`src/hdl/ses_pkg.sv`:
```
// Shared constants and types of the status event summary block
package ses_pkg;

  localparam int N_OUT  = 3;
  localparam int QUESTIONABLE_SUMMARY_BIT_W = 16;
  localparam int INST_W = 4;
  localparam int OUTPUT_SUMMARY_BIT_W = 2;
  localparam int STD_W  = 8;
  localparam int STB_W  = 8;
  localparam int ERR_W  = 4;

  // Field positions
  localparam int QUESTIONABLE_SUMMARY_BIT_FAN_BIT    = 4;
  localparam int QUESTIONABLE_SUMMARY_BIT_OUTSUM_BIT = 13;
  localparam int INST_OUT_BASE   = 1;
  localparam int OUTPUT_SUMMARY_BIT_VOLT_BIT   = 0;
  localparam int OUTPUT_SUMMARY_BIT_CURR_BIT   = 1;
  localparam int COND_CC_BIT     = 0;
  localparam int COND_CV_BIT     = 1;
  localparam int STD_OPC_BIT     = 0;
  localparam int STD_QYE_BIT     = 2;
  localparam int STD_DDE_BIT     = 3;
  localparam int STD_EXE_BIT     = 4;
  localparam int STD_CME_BIT     = 5;
  localparam int STD_PON_BIT     = 7;
  localparam int STB_QUESTIONABLE_SUMMARY_BIT_BIT    = 3;
  localparam int STB_MAV_BIT     = 4;
  localparam int STB_ESB_BIT     = 5;
  localparam int STB_RQS_BIT     = 6;

  // Implemented bits and reset values
  localparam logic [QUESTIONABLE_SUMMARY_BIT_W-1:0] QUESTIONABLE_SUMMARY_BIT_VALID  = 16'h2010;
  localparam logic [QUESTIONABLE_SUMMARY_BIT_W-1:0] QUESTIONABLE_SUMMARY_BIT_RST    = 16'h0000;
  localparam logic [INST_W-1:0] INST_VALID  = 4'hE;
  localparam logic [INST_W-1:0] INST_RST    = 4'h0;
  localparam logic [OUTPUT_SUMMARY_BIT_W-1:0] OUTPUT_SUMMARY_BIT_VALID  = 2'h3;
  localparam logic [OUTPUT_SUMMARY_BIT_W-1:0] OUTPUT_SUMMARY_BIT_RST    = 2'h0;
  localparam logic [STD_W-1:0]  STD_VALID   = 8'hBD;
  localparam logic [STD_W-1:0]  STD_RST     = 8'h80;
  localparam logic [STD_W-1:0]  STD_ERR_MSK = 8'h3C;
  localparam logic [STB_W-1:0]  SRE_VALID   = 8'h38;
  localparam logic [STB_W-1:0]  SRE_RST     = 8'h00;
  localparam logic              PSC_RST     = 1'b1;

  typedef enum logic [4:0] {
    OP_RD_QUESTIONABLE_SUMMARY_BIT_EV, OP_RD_QUESTIONABLE_SUMMARY_BIT_EN, OP_WR_QUESTIONABLE_SUMMARY_BIT_EN,
    OP_RD_INST_EV, OP_RD_INST_EN, OP_WR_INST_EN,
    OP_RD_OUTPUT_SUMMARY_BIT_EV, OP_RD_OUTPUT_SUMMARY_BIT_EN, OP_WR_OUTPUT_SUMMARY_BIT_EN, OP_RD_OUTPUT_SUMMARY_BIT_COND,
    OP_RD_STD_EV, OP_RD_STD_EN, OP_WR_STD_EN,
    OP_RD_STB, OP_SERIAL_POLL, OP_RD_SRE, OP_WR_SRE,
    OP_CLS, OP_WR_PSC, OP_RD_PSC
  } ses_op_t;

endpackage

```
`src/hdl/ses_sync.sv`:
```
// Three-stage input synchroniser with agreement filter
`timescale 1ns/1ps
`default_nettype none
module ses_sync #(
  parameter int W = 1
) (
  input  wire logic         mclk,
  input  wire logic         arst_n,
  input  wire logic [W-1:0] din,
  output logic      [W-1:0] dout_q
);
  logic [W-1:0] s1_q;
  logic [W-1:0] s2_q;
  logic [W-1:0] s3_q;

  always_ff @(posedge mclk or negedge arst_n) begin
    if (!arst_n) begin
      s1_q <= '0;
      s2_q <= '0;
      s3_q <= '0;
    end else begin
      s1_q <= din;
      s2_q <= s1_q;
      s3_q <= s2_q;
    end
  end

  // A bit moves only when stages two and three agree
  always_ff @(posedge mclk or negedge arst_n) begin
    if (!arst_n) begin
      dout_q <= '0;
    end else begin
      dout_q <= (s2_q & s3_q) | (dout_q & (s2_q ^ s3_q));
    end
  end
endmodule
`default_nettype wire

```
`src/hdl/ses_evreg.sv`:
```
// Sticky event register with enable mask and summary
`timescale 1ns/1ps
`default_nettype none
module ses_evreg #(
  parameter int           W     = 8,
  parameter logic [W-1:0] RST   = '0,
  parameter logic [W-1:0] VALID = '1
) (
  input  wire logic         mclk,
  input  wire logic         arst_n,
  input  wire logic [W-1:0] set,
  input  wire logic         clr,
  input  wire logic         en_we,
  input  wire logic [W-1:0] en_wd,
  input  wire logic         en_clr,
  output logic      [W-1:0] ev_q,
  output logic      [W-1:0] en_q,
  output logic              sum
);
  // Set wins over a clear in the same cycle
  always_ff @(posedge mclk or negedge arst_n) begin
    if (!arst_n) begin
      ev_q <= RST;
    end else begin
      ev_q <= ((clr ? '0 : ev_q) | set) & VALID;
    end
  end

  always_ff @(posedge mclk or negedge arst_n) begin
    if (!arst_n) begin
      en_q <= '0;
    end else if (en_we) begin
      en_q <= en_wd & VALID;
    end else if (en_clr) begin
      en_q <= '0;
    end
  end

  assign sum = |(ev_q & en_q);
endmodule
`default_nettype wire

```
`src/hdl/ses_top.sv`:
```
// Status event summary: event registers, masks and status byte
// How it works
// - Fan fault sets questionable bit 4.
// - Enabled output events latch questionable bit 13.
// - Outputs map to bits 1, 2, 3.
// - Per-output bit0 voltage, bit1 current unregulated.
// - Condition: bit1 CV, bit0 CC.
// - Output mask gates output summary bit.
// - Per-output mask gates its output bit.
// - Clear-status or read clears questionable events.
// - Questionable mask changes only by write.
// - Status bit 5 is enabled standard events.
// - Standard error bits push error queue entry.
// - Operation complete sets bit 0; 1,6 zero.
// - Query errors set weight 4.
// - Device, execution, syntax errors set 8,16,32.
// - Power cycle sets bit 7 until cleared.
// - Clear-status or read clears standard events.
// - Standard mask cleared by write or power-on.
// - Status bit 4 follows pending output data.
// - Status byte bits 3-5 follow sources, unlatched; bit 6 is latched.
// - Bit 3 questionable summary; 0-2,7 zero.
// - Standard read clears only status bit 5.
// - Request mask cleared by write or power-on.
// - Event bits stay set until cleared.
// - Enabled summary raises a service request.
// - Serial poll clears only request bit.
`timescale 1ns/1ps
`default_nettype none
module ses_top
  import ses_pkg::*;
(
  input  wire logic              mclk,
  input  wire logic              arst_n,
  input  wire logic              cmd_valid,
  input  wire ses_op_t           cmd_op,
  input  wire logic [1:0]        cmd_idx,
  input  wire logic [QUESTIONABLE_SUMMARY_BIT_W-1:0] cmd_wdata,
  output logic                   rsp_valid,
  output logic      [QUESTIONABLE_SUMMARY_BIT_W-1:0] rsp_data,
  input  wire logic              fan_fault,
  input  wire logic [N_OUT-1:0]  constant_voltage_state,
  input  wire logic [N_OUT-1:0]  constant_current_state,
  input  wire logic              power_cycle,
  input  wire logic              opc_done,
  input  wire logic              obuf_read_empty,
  input  wire logic              cmd_before_read,
  input  wire logic              bufs_full,
  input  wire logic              selftest_err,
  input  wire logic              exec_err,
  input  wire logic              syntax_err,
  input  wire logic              obuf_avail,
  output logic                   err_push,
  output logic      [ERR_W-1:0]  err_kind,
  output logic                   service_request
);

  function automatic logic hit(input logic v, input ses_op_t o, input ses_op_t want);
    hit = v && (o == want);
  endfunction

  logic             fan_s;
  logic [N_OUT-1:0] cv_s;
  logic [N_OUT-1:0] cc_s;

  ses_sync #(.W(2 * N_OUT + 1)) u_sync (
    .mclk   (mclk),
    .arst_n (arst_n),
    .din    ({fan_fault, constant_voltage_state, constant_current_state}),
    .dout_q ({fan_s, cv_s, cc_s})
  );

  wire cls         = hit(cmd_valid, cmd_op, OP_CLS);
  wire rd_questionable_summary_bit_ev  = hit(cmd_valid, cmd_op, OP_RD_QUESTIONABLE_SUMMARY_BIT_EV);
  wire rd_inst_ev  = hit(cmd_valid, cmd_op, OP_RD_INST_EV);
  wire rd_output_summary_bit_ev  = hit(cmd_valid, cmd_op, OP_RD_OUTPUT_SUMMARY_BIT_EV);
  wire rd_std_ev   = hit(cmd_valid, cmd_op, OP_RD_STD_EV);
  wire serial_poll = hit(cmd_valid, cmd_op, OP_SERIAL_POLL);

  logic [OUTPUT_SUMMARY_BIT_W-1:0] output_summary_bit_ev  [N_OUT];
  logic [OUTPUT_SUMMARY_BIT_W-1:0] output_summary_bit_en  [N_OUT];
  logic [OUTPUT_SUMMARY_BIT_W-1:0] output_summary_bit_cnd [N_OUT];
  logic [N_OUT-1:0]  output_summary_bit_sum;

  genvar gi;
  generate
    for (gi = 0; gi < N_OUT; gi++) begin : g_out
      logic [OUTPUT_SUMMARY_BIT_W-1:0] cond_prev_q;
      logic [OUTPUT_SUMMARY_BIT_W-1:0] set;

      assign output_summary_bit_cnd[gi] = {cv_s[gi], cc_s[gi]};

      always_ff @(posedge mclk or negedge arst_n) begin
        if (!arst_n) begin
          cond_prev_q <= '0;
        end else begin
          cond_prev_q <= output_summary_bit_cnd[gi];
        end
      end

      // Leaving the regulated mode counts as soon as the other mode's bit rises after one cycle in that mode alone
      always_comb begin
        set                = '0;
        set[OUTPUT_SUMMARY_BIT_VOLT_BIT] = cond_prev_q[COND_CV_BIT] && !cond_prev_q[COND_CC_BIT]
                             && output_summary_bit_cnd[gi][COND_CC_BIT];
        set[OUTPUT_SUMMARY_BIT_CURR_BIT] = cond_prev_q[COND_CC_BIT] && !cond_prev_q[COND_CV_BIT]
                             && output_summary_bit_cnd[gi][COND_CV_BIT];
      end

      ses_evreg #(.W(OUTPUT_SUMMARY_BIT_W), .RST(OUTPUT_SUMMARY_BIT_RST), .VALID(OUTPUT_SUMMARY_BIT_VALID)) u_output_summary_bit (
        .mclk   (mclk),
        .arst_n (arst_n),
        .set    (set),
        .clr    (cls || (rd_output_summary_bit_ev && cmd_idx == 2'(gi))),
        .en_we  (hit(cmd_valid, cmd_op, OP_WR_OUTPUT_SUMMARY_BIT_EN) && cmd_idx == 2'(gi)),
        .en_wd  (cmd_wdata[OUTPUT_SUMMARY_BIT_W-1:0]),
        .en_clr (1'b0),
        .ev_q   (output_summary_bit_ev[gi]),
        .en_q   (output_summary_bit_en[gi]),
        .sum    (output_summary_bit_sum[gi])
      );
    end
  endgenerate

  logic [INST_W-1:0] inst_set;
  logic [INST_W-1:0] inst_ev;
  logic [INST_W-1:0] inst_en;
  logic              output_summary_bit;

  always_comb begin
    inst_set = '0;
    inst_set[INST_OUT_BASE +: N_OUT] = output_summary_bit_sum;
  end

  ses_evreg #(.W(INST_W), .RST(INST_RST), .VALID(INST_VALID)) u_inst (
    .mclk   (mclk),
    .arst_n (arst_n),
    .set    (inst_set),
    .clr    (cls || rd_inst_ev),
    .en_we  (hit(cmd_valid, cmd_op, OP_WR_INST_EN)),
    .en_wd  (cmd_wdata[INST_W-1:0]),
    .en_clr (1'b0),
    .ev_q   (inst_ev),
    .en_q   (inst_en),
    .sum    (output_summary_bit)
  );

  logic [QUESTIONABLE_SUMMARY_BIT_W-1:0] questionable_summary_bit_set;
  logic [QUESTIONABLE_SUMMARY_BIT_W-1:0] questionable_summary_bit_ev;
  logic [QUESTIONABLE_SUMMARY_BIT_W-1:0] questionable_summary_bit_en;
  logic              questionable_summary_bit;

  always_comb begin
    questionable_summary_bit_set                  = '0;
    questionable_summary_bit_set[QUESTIONABLE_SUMMARY_BIT_FAN_BIT]    = fan_s;
    questionable_summary_bit_set[QUESTIONABLE_SUMMARY_BIT_OUTSUM_BIT] = output_summary_bit;
  end

  // Mask untouched by clear-status or reads
  ses_evreg #(.W(QUESTIONABLE_SUMMARY_BIT_W), .RST(QUESTIONABLE_SUMMARY_BIT_RST), .VALID(QUESTIONABLE_SUMMARY_BIT_VALID)) u_questionable_summary_bit (
    .mclk   (mclk),
    .arst_n (arst_n),
    .set    (questionable_summary_bit_set),
    .clr    (cls || rd_questionable_summary_bit_ev),
    .en_we  (hit(cmd_valid, cmd_op, OP_WR_QUESTIONABLE_SUMMARY_BIT_EN)),
    .en_wd  (cmd_wdata),
    .en_clr (1'b0),
    .ev_q   (questionable_summary_bit_ev),
    .en_q   (questionable_summary_bit_en),
    .sum    (questionable_summary_bit)
  );

  logic             psc_q;
  logic             pwr_clr;
  logic [STD_W-1:0] std_set;
  logic [STD_W-1:0] std_ev;
  logic [STD_W-1:0] std_en;
  logic             esb;
  logic             wr_std_en;

  assign pwr_clr   = power_cycle && psc_q;
  assign wr_std_en = hit(cmd_valid, cmd_op, OP_WR_STD_EN);

  always_comb begin
    std_set              = '0;
    std_set[STD_OPC_BIT] = opc_done;
    std_set[STD_QYE_BIT] = obuf_read_empty || cmd_before_read || bufs_full;
    std_set[STD_DDE_BIT] = selftest_err;
    std_set[STD_EXE_BIT] = exec_err;
    std_set[STD_CME_BIT] = syntax_err;
    std_set[STD_PON_BIT] = power_cycle;
  end

  // Bits 1 and 6 are outside the valid mask
  ses_evreg #(.W(STD_W), .RST(STD_RST), .VALID(STD_VALID)) u_std (
    .mclk   (mclk),
    .arst_n (arst_n),
    .set    (std_set),
    .clr    (cls || rd_std_ev),
    .en_we  (wr_std_en),
    .en_wd  (cmd_wdata[STD_W-1:0]),
    .en_clr (pwr_clr),
    .ev_q   (std_ev),
    .en_q   (std_en),
    .sum    (esb)
  );

  // Queue storage lives elsewhere; this only announces entries
  always_ff @(posedge mclk or negedge arst_n) begin
    if (!arst_n) begin
      err_push <= 1'b0;
      err_kind <= '0;
    end else begin
      err_push <= |(std_set & STD_ERR_MSK);
      err_kind <= std_set[STD_CME_BIT:STD_QYE_BIT];
    end
  end

  // Power-on-clear setting survives power cycles
  always_ff @(posedge mclk or negedge arst_n) begin
    if (!arst_n) begin
      psc_q <= PSC_RST;
    end else if (hit(cmd_valid, cmd_op, OP_WR_PSC)) begin
      psc_q <= cmd_wdata[0];
    end
  end

  logic [STB_W-1:0] sre_q;
  always_ff @(posedge mclk or negedge arst_n) begin
    if (!arst_n) begin
      sre_q <= SRE_RST;
    end else if (hit(cmd_valid, cmd_op, OP_WR_SRE)) begin
      sre_q <= cmd_wdata[STB_W-1:0] & SRE_VALID;
    end else if (pwr_clr) begin
      sre_q <= '0;
    end
  end

  // Summary bits are wires, so clearing a source clears them
  logic [STB_W-1:0] stb;
  logic             rqs_q;
  logic             srq_cond;
  logic             srq_prev_q;

  always_comb begin
    stb               = '0;
    stb[STB_QUESTIONABLE_SUMMARY_BIT_BIT] = questionable_summary_bit;
    stb[STB_MAV_BIT]  = obuf_avail;
    stb[STB_ESB_BIT]  = esb;
    stb[STB_RQS_BIT]  = rqs_q;
  end

  assign srq_cond = |(stb & sre_q & SRE_VALID);
  always_ff @(posedge mclk or negedge arst_n) begin
    if (!arst_n) begin
      srq_prev_q <= 1'b0;
    end else begin
      srq_prev_q <= srq_cond;
    end
  end

  // A new request beats a poll in the same cycle
  always_ff @(posedge mclk or negedge arst_n) begin
    if (!arst_n) begin
      rqs_q <= 1'b0;
    end else if (srq_cond && !srq_prev_q) begin
      rqs_q <= 1'b1;
    end else if (serial_poll || !srq_cond) begin
      rqs_q <= 1'b0;
    end
  end

  assign service_request = rqs_q;
  logic [QUESTIONABLE_SUMMARY_BIT_W-1:0] rd_mux;
  logic [OUTPUT_SUMMARY_BIT_W-1:0] sel_ev;
  logic [OUTPUT_SUMMARY_BIT_W-1:0] sel_en;
  logic [OUTPUT_SUMMARY_BIT_W-1:0] sel_cnd;

  // Index 3 selects no output and reads zero
  always_comb begin
    sel_ev  = '0;
    sel_en  = '0;
    sel_cnd = '0;
    for (int i = 0; i < N_OUT; i++) begin
      if (cmd_idx == 2'(i)) begin
        sel_ev  = output_summary_bit_ev[i];
        sel_en  = output_summary_bit_en[i];
        sel_cnd = output_summary_bit_cnd[i];
      end
    end
  end

  always_comb begin
    rd_mux = '0;
    unique case (cmd_op)
      OP_RD_QUESTIONABLE_SUMMARY_BIT_EV:   rd_mux = questionable_summary_bit_ev;
      OP_RD_QUESTIONABLE_SUMMARY_BIT_EN:   rd_mux = questionable_summary_bit_en;
      OP_RD_INST_EV:   rd_mux = {12'h000, inst_ev};
      OP_RD_INST_EN:   rd_mux = {12'h000, inst_en};
      OP_RD_OUTPUT_SUMMARY_BIT_EV:   rd_mux = {14'h0000, sel_ev};
      OP_RD_OUTPUT_SUMMARY_BIT_EN:   rd_mux = {14'h0000, sel_en};
      OP_RD_OUTPUT_SUMMARY_BIT_COND: rd_mux = {14'h0000, sel_cnd};
      OP_RD_STD_EV:    rd_mux = {8'h00, std_ev};
      OP_RD_STD_EN:    rd_mux = {8'h00, std_en};
      OP_RD_STB,
      OP_SERIAL_POLL:  rd_mux = {8'h00, stb};
      OP_RD_SRE:       rd_mux = {8'h00, sre_q};
      OP_RD_PSC:       rd_mux = {15'h0000, psc_q};
      default:         rd_mux = '0;
    endcase
  end

  // Every command is answered once, writes with zero
  always_ff @(posedge mclk or negedge arst_n) begin
    if (!arst_n) begin
      rsp_valid <= 1'b0;
      rsp_data  <= '0;
    end else begin
      rsp_valid <= cmd_valid;
      rsp_data  <= cmd_valid ? rd_mux : '0;
    end
  end
endmodule
`default_nettype wire

```
`config.mk`:
```
export PLATFORM = sky130hd
export DESIGN_NAME = ses_top
export DESIGN_NICKNAME = d
export VERILOG_FILES = /design/src/hdl/ses_pkg.sv /design/src/hdl/ses_sync.sv /design/src/hdl/ses_evreg.sv /design/src/hdl/ses_top.sv
export SDC_FILE = /design/constraint.sdc
export NUM_CORES = 1
export LEC_CHECK = 0
export BUFFER_PORTS_ARGS = -buffer_cell sky130_fd_sc_hd__buf_2
export CELL_PAD_IN_SITES_DETAIL_PLACEMENT = 0
export CELL_PAD_IN_SITES_GLOBAL_PLACEMENT = 2
export CORE_MARGIN = 2
export CORE_UTILIZATION = 37
export DETAILED_ROUTE_END_ITERATION = 6
export PLACE_DENSITY = 0.82
export SLEW_MARGIN = 10
export SYNTH_ARGS = -nofsm -noshare
export SYNTH_HDL_FRONTEND = slang
export SYNTH_SLANG_ARGS = --single-unit
```
`constraint.sdc`:
```
create_clock -name mclk -period 1.36 [get_ports mclk]
set_input_delay 0.272 -clock mclk [delete_from_list [all_inputs] [get_ports mclk]]
set_output_delay 0.272 -clock mclk [all_outputs]
set_load 0.02 [all_outputs]
```
## Word level (Yosys, flattened, before mapping)

Index checks and enable logic that the tools add are counted.

| storage, ports and cells | value |
|---|---|
| flip-flop bits (word level) | 103 |
| input bits | 42 |
| output and inout port bits | 23 |
| logic and storage cells | 150 |

| operators by class | value |
|---|---|
| equal/unequal tests | 21 |
| muxes and demuxes | 22 |
| bitwise logic cells | 17 |
| reductions and logical operators | 63 |

Operators by type and width:

| operator | count |
|---|---|
| one-hot mux 14 bit (12 select lines) | 1 |
| equality test 5 x 4 -> 1 bit, second input constant | 8 |
| logical AND 1 bit | 32 |
| two-way mux 8 bit | 4 |
| two-way mux 2 bit | 12 |
| equality test 5 x 3 -> 1 bit, second input constant | 4 |
| equality test 5 bit, second input constant | 4 |
| two-way mux 16 bit | 1 |
| OR reduction 16 bit | 1 |
| bitwise AND 14 bit | 1 |
| bitwise AND 7 bit | 2 |
| two-way mux 14 bit | 1 |
| bitwise OR 14 bit | 1 |
| equality test 5 x 2 -> 1 bit, second input constant | 2 |
| logical OR 1 bit | 9 |
| bitwise AND 8 bit | 1 |
| logical NOT 1 bit | 8 |
| bitwise OR 8 bit | 1 |
| OR reduction 2 bit | 4 |
| OR reduction 4 bit | 2 |
| OR reduction 8 bit | 1 |
| bitwise OR 7 bit | 1 |
| XOR 7 bit | 1 |
| bitwise AND 2 bit | 3 |
| 13 further kinds | 18 |

## Longest topological paths before layout

| logic depth | value |
|---|---|
| word-level depth | 8 |
| mapped depth | 6 |
| depth with buffers taken out | 4 |

## Cells and area by module

From an unflattened synthesis, not the netlist that was laid out.

| unflattened totals | value |
|---|---|
| cell total of the unflattened synthesis | 402 |
| area, all modules | 4499.3 µm² |

By module, submodules not included:

| module | times used | cells an instance | area an instance (µm²) | sequential area each (µm²) |
|---|---|---|---|---|
| ses_top | 1 | 204 | 2013.2 | 852.1 |
| ses_sync | 1 | 42 | 840.8 | 700.7 |
| ses_evreg (u_std) | 1 | 47 | 516.7 | 301.5 |
| ses_evreg (g_out[0].u_output_summary_bit ...) | 3 | 14 | 165.2 | 100.1 |
| ses_evreg (u_questionable_summary_bit) | 1 | 43 | 379.1 | 100.1 |
| ses_evreg (u_inst) | 1 | 24 | 254.0 | 150.1 |

## Least setup slack after synthesis

Ideal clock, no wire load.

| timing path | value |
|---|---|
| path kind | input to register |
| from | in cmd_op[4] |
| to | reg u_std.ev_q[0] |
| library setup time | 0.118 ns |
| arrival | 1.454 ns |
| data required time | 1.242 ns |
| path slack | -0.212 ns |
| stages on the path | 5 |
| buffers on the path | 1 |
| path through | buf_2 -> or3b_4 -> nor3b_4 -> a22oi_2 -> a21o_1 |

| on the way | value |
|---|---|
| word-level cells in the longest chain between the ends | 5 |
| elaborated cells between the ends (all ways) | 7 |
| those cells by class | eq/ne: 2; mux: 1; bitwise: 1; reduce/logical: 3 |

Ends and longest elaborated chain:

| item | RTL line | RTL |
|---|---|---|
| start: declaration | ses_top.sv:36 | `input wire ses_op_t cmd_op,` |
| equality test 5 bit / equality test 5 x 4 -> 1 bit (equally long branches) | ses_top.sv:59 | `hit = v && (o == want);` |
| logical AND 1 bit | ses_top.sv:59 |  |
| logical OR 1 bit * | ses_top.sv:199 | `.clr (cls \|\| rd_std_ev),` |
| two-way mux 8 bit * | ses_evreg.sv:25 | `ev_q <= ((clr ? '0 : ev_q) \| set) & VALID;` |
| bitwise OR 8 bit * | ses_evreg.sv:25 |  |
| end signal: assignment | ses_evreg.sv:25 |  |
| end: declaration | ses_evreg.sv:16 | `output logic [W-1:0] ev_q,` |

Mark *: on every way between the ends. The rest lies on a longest branch, timed or not.
A chain may end at the register's enable or synchronous reset.

## Final worst setup path

| timing path | value |
|---|---|
| from | reg u_std.ev_q[7] |
| to | reg rqs_q (netlist: service_request) |

| on the way | value |
|---|---|
| word-level cells in the longest chain between the ends | 7 |
| elaborated cells between the ends (all ways) | 9 |
| those cells by class | mux: 1; bitwise: 2; reduce/logical: 6 |

Ends and longest elaborated chain:

| item | RTL line | RTL |
|---|---|---|
| bitwise AND 8 bit * | ses_evreg.sv:39 | `assign sum = \|(ev_q & en_q);` |
| OR reduction 8 bit * | ses_evreg.sv:39 |  |
| bitwise AND 6 bit * | ses_top.sv:253 | `assign srq_cond = \|(stb & sre_q & SRE_VALID);` |
| OR reduction 3 bit * | ses_top.sv:253 |  |
| logical NOT 1 bit | ses_top.sv:268 | `end else if (serial_poll \|\| !srq_cond) begin` |
| logical OR 1 bit | ses_top.sv:268 |  |
| nonzero test 2 bit (no line) | n/a |  |
| end signal: assignment | ses_top.sv:265 | `rqs_q <= 1'b0;` |
| end signal: assignment | ses_top.sv:267 | `rqs_q <= 1'b1;` |
| end signal: assignment | ses_top.sv:269 | `rqs_q <= 1'b0;` |
| end: declaration | ses_top.sv:241 | `logic rqs_q;` |

Marked as above.

==> run summary <==
Run status - completed
Vias in the first global route - 2826
WP data required - 1590 ps
CP Class - flip-flop to flip-flop
Top FF cell, synth - dfrtp_1
Placed cell area - 0.004407 mm^2
Tcrit/Tclk final - 0.9603
Gr ovfl total - 0
Final Cell Area - 0.004730 mm^2
Worst skew pair latency - 360 ps
First-pass GRT wire length - 13.77 mm
Layout Skew - 11.97 ps
Flop and latch count out of synthesis - 89
P per Cell Area - 1210 mW/mm^2
Post-synth top cells - dfrtp_1 (87), nand2_1 (33), a21o_1 (16)
Chip width - 104.0 um
Min Tclk post-route - 1306 ps
IO Port Bufs - 49
P_leak - 2.251 nW
# DRC - 0
Htree depth - 3
Slew of the pin with the lowest slew margin - 499.3 ps
Critical path arrival - 1530 ps
Top-count cell post-synth - dfrtp_1
CTS tree - built
Wire per inst - 15.19 um
Total Routing Usage GR - 0.1617
DR pass1 iterations - 4
Initial antenna violation count - 0
Fmax - 0.7657 GHz
Via density - 5.050
WL final - 8.279 mm
Worst Path Max Fanout - 3
Total number of vias - 2752
Final number of setup-violating endpoints - 0
Root Buffer - clkbuf_8
Hold_ws - 18.11 ps
RSZ-0062 raised after global routing - yes
Layout cell share with drive strength beyond 1 - 0.3058
Synth warnings - 0
Hold crit path type - primary input to flip-flop
Post-Syn Area - 0.003700 mm^2
Avg Inst Size Synth - 12.13 um^2
Detailed Place HPWL - 6.294 mm
CTS clk-pin slew, worst paths - 80 ps
Number of nets with antenna violations after routing - 0
Netlist cell types - 47
CTS Buffer Depth - 2
Inserted Clock Buffers - 9
Nets - 456
Post-Syn Instances - 305
Leading cell types by total area after synthesis - dfrtp_1 (59%), mux2_1 (3.7%), nand2_1 (3.3%)
Core Area - 0.009729 mm^2
# IOs - 65
Crit start category - flip-flop
Reg2reg setup slack - 50 ps
DIE AREA - 0.01082 mm^2
Max VDD drop - 0.8895 mV
Share of the synthesized area in the top cell type - 0.5884
Critical Path End Type - flip-flop
Synth area leader - dfrtp_1
Antenna cells - 0
Slew headroom - 0.6626
Max-cap violation count - 0
Max Slew Vio Count - 0
Clock Sinks - 89
Row count - 36
Initial Util - 0.3803
Pin count of the biggest net entering global routing - 34
DRT iter0 DRCs - 109
Post-synthesis sequential area ratio - 0.6026
Vert. Die Dim - 104.0 um
RD Place Congestion - 0.8474
EDFF count, synth - 0
Layout overhead on the synthesized area - 27.83%
Ys async rst share - 1.000
Hold Fails Final Rpt - 0
registers in the layout (all words and copies together) (netlist names):
signal and cells:
err_kind 4, err_push 1, g_out.cond_prev_q 6, g_out.u_output_summary_bit.en_q 6, g_out.u_output_summary_bit.ev_q 6, psc_q 1, rsp_data 9, rsp_valid 1
service_request 1, sre_q 3, srq_prev_q 1, u_inst.en_q 3, u_inst.ev_q 3, u_questionable_summary_bit.en_q 2, u_questionable_summary_bit.ev_q 2, u_std.en_q 6
u_std.ev_q 6, u_sync.dout_q 7, u_sync.s1_q 7, u_sync.s2_q 7, u_sync.s3_q 7
cells in the final DEF (no fill, tap or decap), drive strengths merged, types with 3 or more instances in the layout:
| cell type | instances |
|---|---|
| and2 | 3 |
| a222oi | 5 |
| nand3b | 4 |
| nor3 | 3 |
| dfrtp | 87 |
| nor2b | 7 |
| nand2 | 33 |
| o211ai | 4 |
| a32o | 3 |
| conb | 7 |
| a31oi | 3 |
| a22oi | 11 |
| clkinvlp | 3 |
| a21oi | 6 |
| mux2i | 9 |
| a21o | 16 |
| nor2 | 11 |
| nand3 | 14 |
| clkbuf | 11 |
| ha | 7 |
| inv | 10 |
| o21ai | 9 |
| a32oi | 5 |
| dlygate4sd3 | 6 |
| mux2 | 14 |
| buf | 96 |
critical path, cell delays in order, from the launching register on:
cell and delay, ps:
dfstp_2 390, a22oi_2 220, nand3_2 110, a222oi_1 380, a21oi_1 70
area by class of cell:
| type | instances | area [um^2] |
|---|---|---|
| Fill cell | 944 | 5000 |
| Sequential cell | 89 | 2230 |
| Multi-Input combinational cell | 196 | 1389 |
| Timing Repair Buffer | 102 | 698.2 |
| Tap cell | 133 | 166.4 |
| Clock buffer | 11 | 151.4 |
| Clock inverter | 5 | 61.31 |
| Inverter | 9 | 33.78 |
cell families after synthesis:
group	share of synthesized area
multiplexers	0.06696
AO/OA/AOI/OAI	0.1302
other	0.001014
XOR/XNOR	0.007103
adder cells (fa/ha/maj)	0.02367
buffers and inverters	0.03619
flip-flops	0.6026
AND/OR/NAND/NOR	0.1322
final timing paths:
path,from,end,cells past startpoint
max,u_std.ev_q[7],service_request,4
min,constant_voltage_state[1],u_sync.s1_q[4],1
max reg2reg,u_std.ev_q[7],service_request,4
min reg2reg,u_sync.s1_q[6],u_sync.s2_q[6],0
max in group asynchronous,arst_n,u_std.en_q[4],3
min in group asynchronous,arst_n,u_inst.en_q[2],2
per-stage QoR:
stage	std cells	utilization	total power [mW]	TNS, ps	setup slack, ps
2_1_floorplan	311	-	3.497	-1055	-158.6
3_3_place_gp	519	0.4529	3.838	-6135	-225.5
3_5_place_dp	519	0.4529	3.863	-6586	-235.4
4_1_cts	538	0.4779	5.755	0	7.294
5_1_grt	545	0.4861	6.015	-23.25	-23.25
6_report	545	0.4861	5.724	0	53.93
layer usage:
metal | routed length (um) | vias up | GRT usage | part of all wire
met1 | 3615 | 1381 | 0.2063 | 0.44
met4 | 121 | 0 | 0.05502 | 0.015
met2 | 4169 | 65 | 0.2740 | 0.50
li1 | - | 1297 | - | -
met5 | 0 | - | 0 | 0
met3 | 373 | 9 | 0.03383 | 0.045
report_power, final:
part	switching [mW]	internal, mW
Combinational	0.382	0.372
Clock	0.927	0.955
Sequential	0.195	2.89
Total	1.50	4.22
timing repair:
action	CTS	global route
resized for setup	0	4
setup buffers	0	4
hold buffers	3	3
endpoints found under the hold margin	16	3
setup endpoints to repair	0	2
Note: power is estimated with default switching activity, not from simulation.
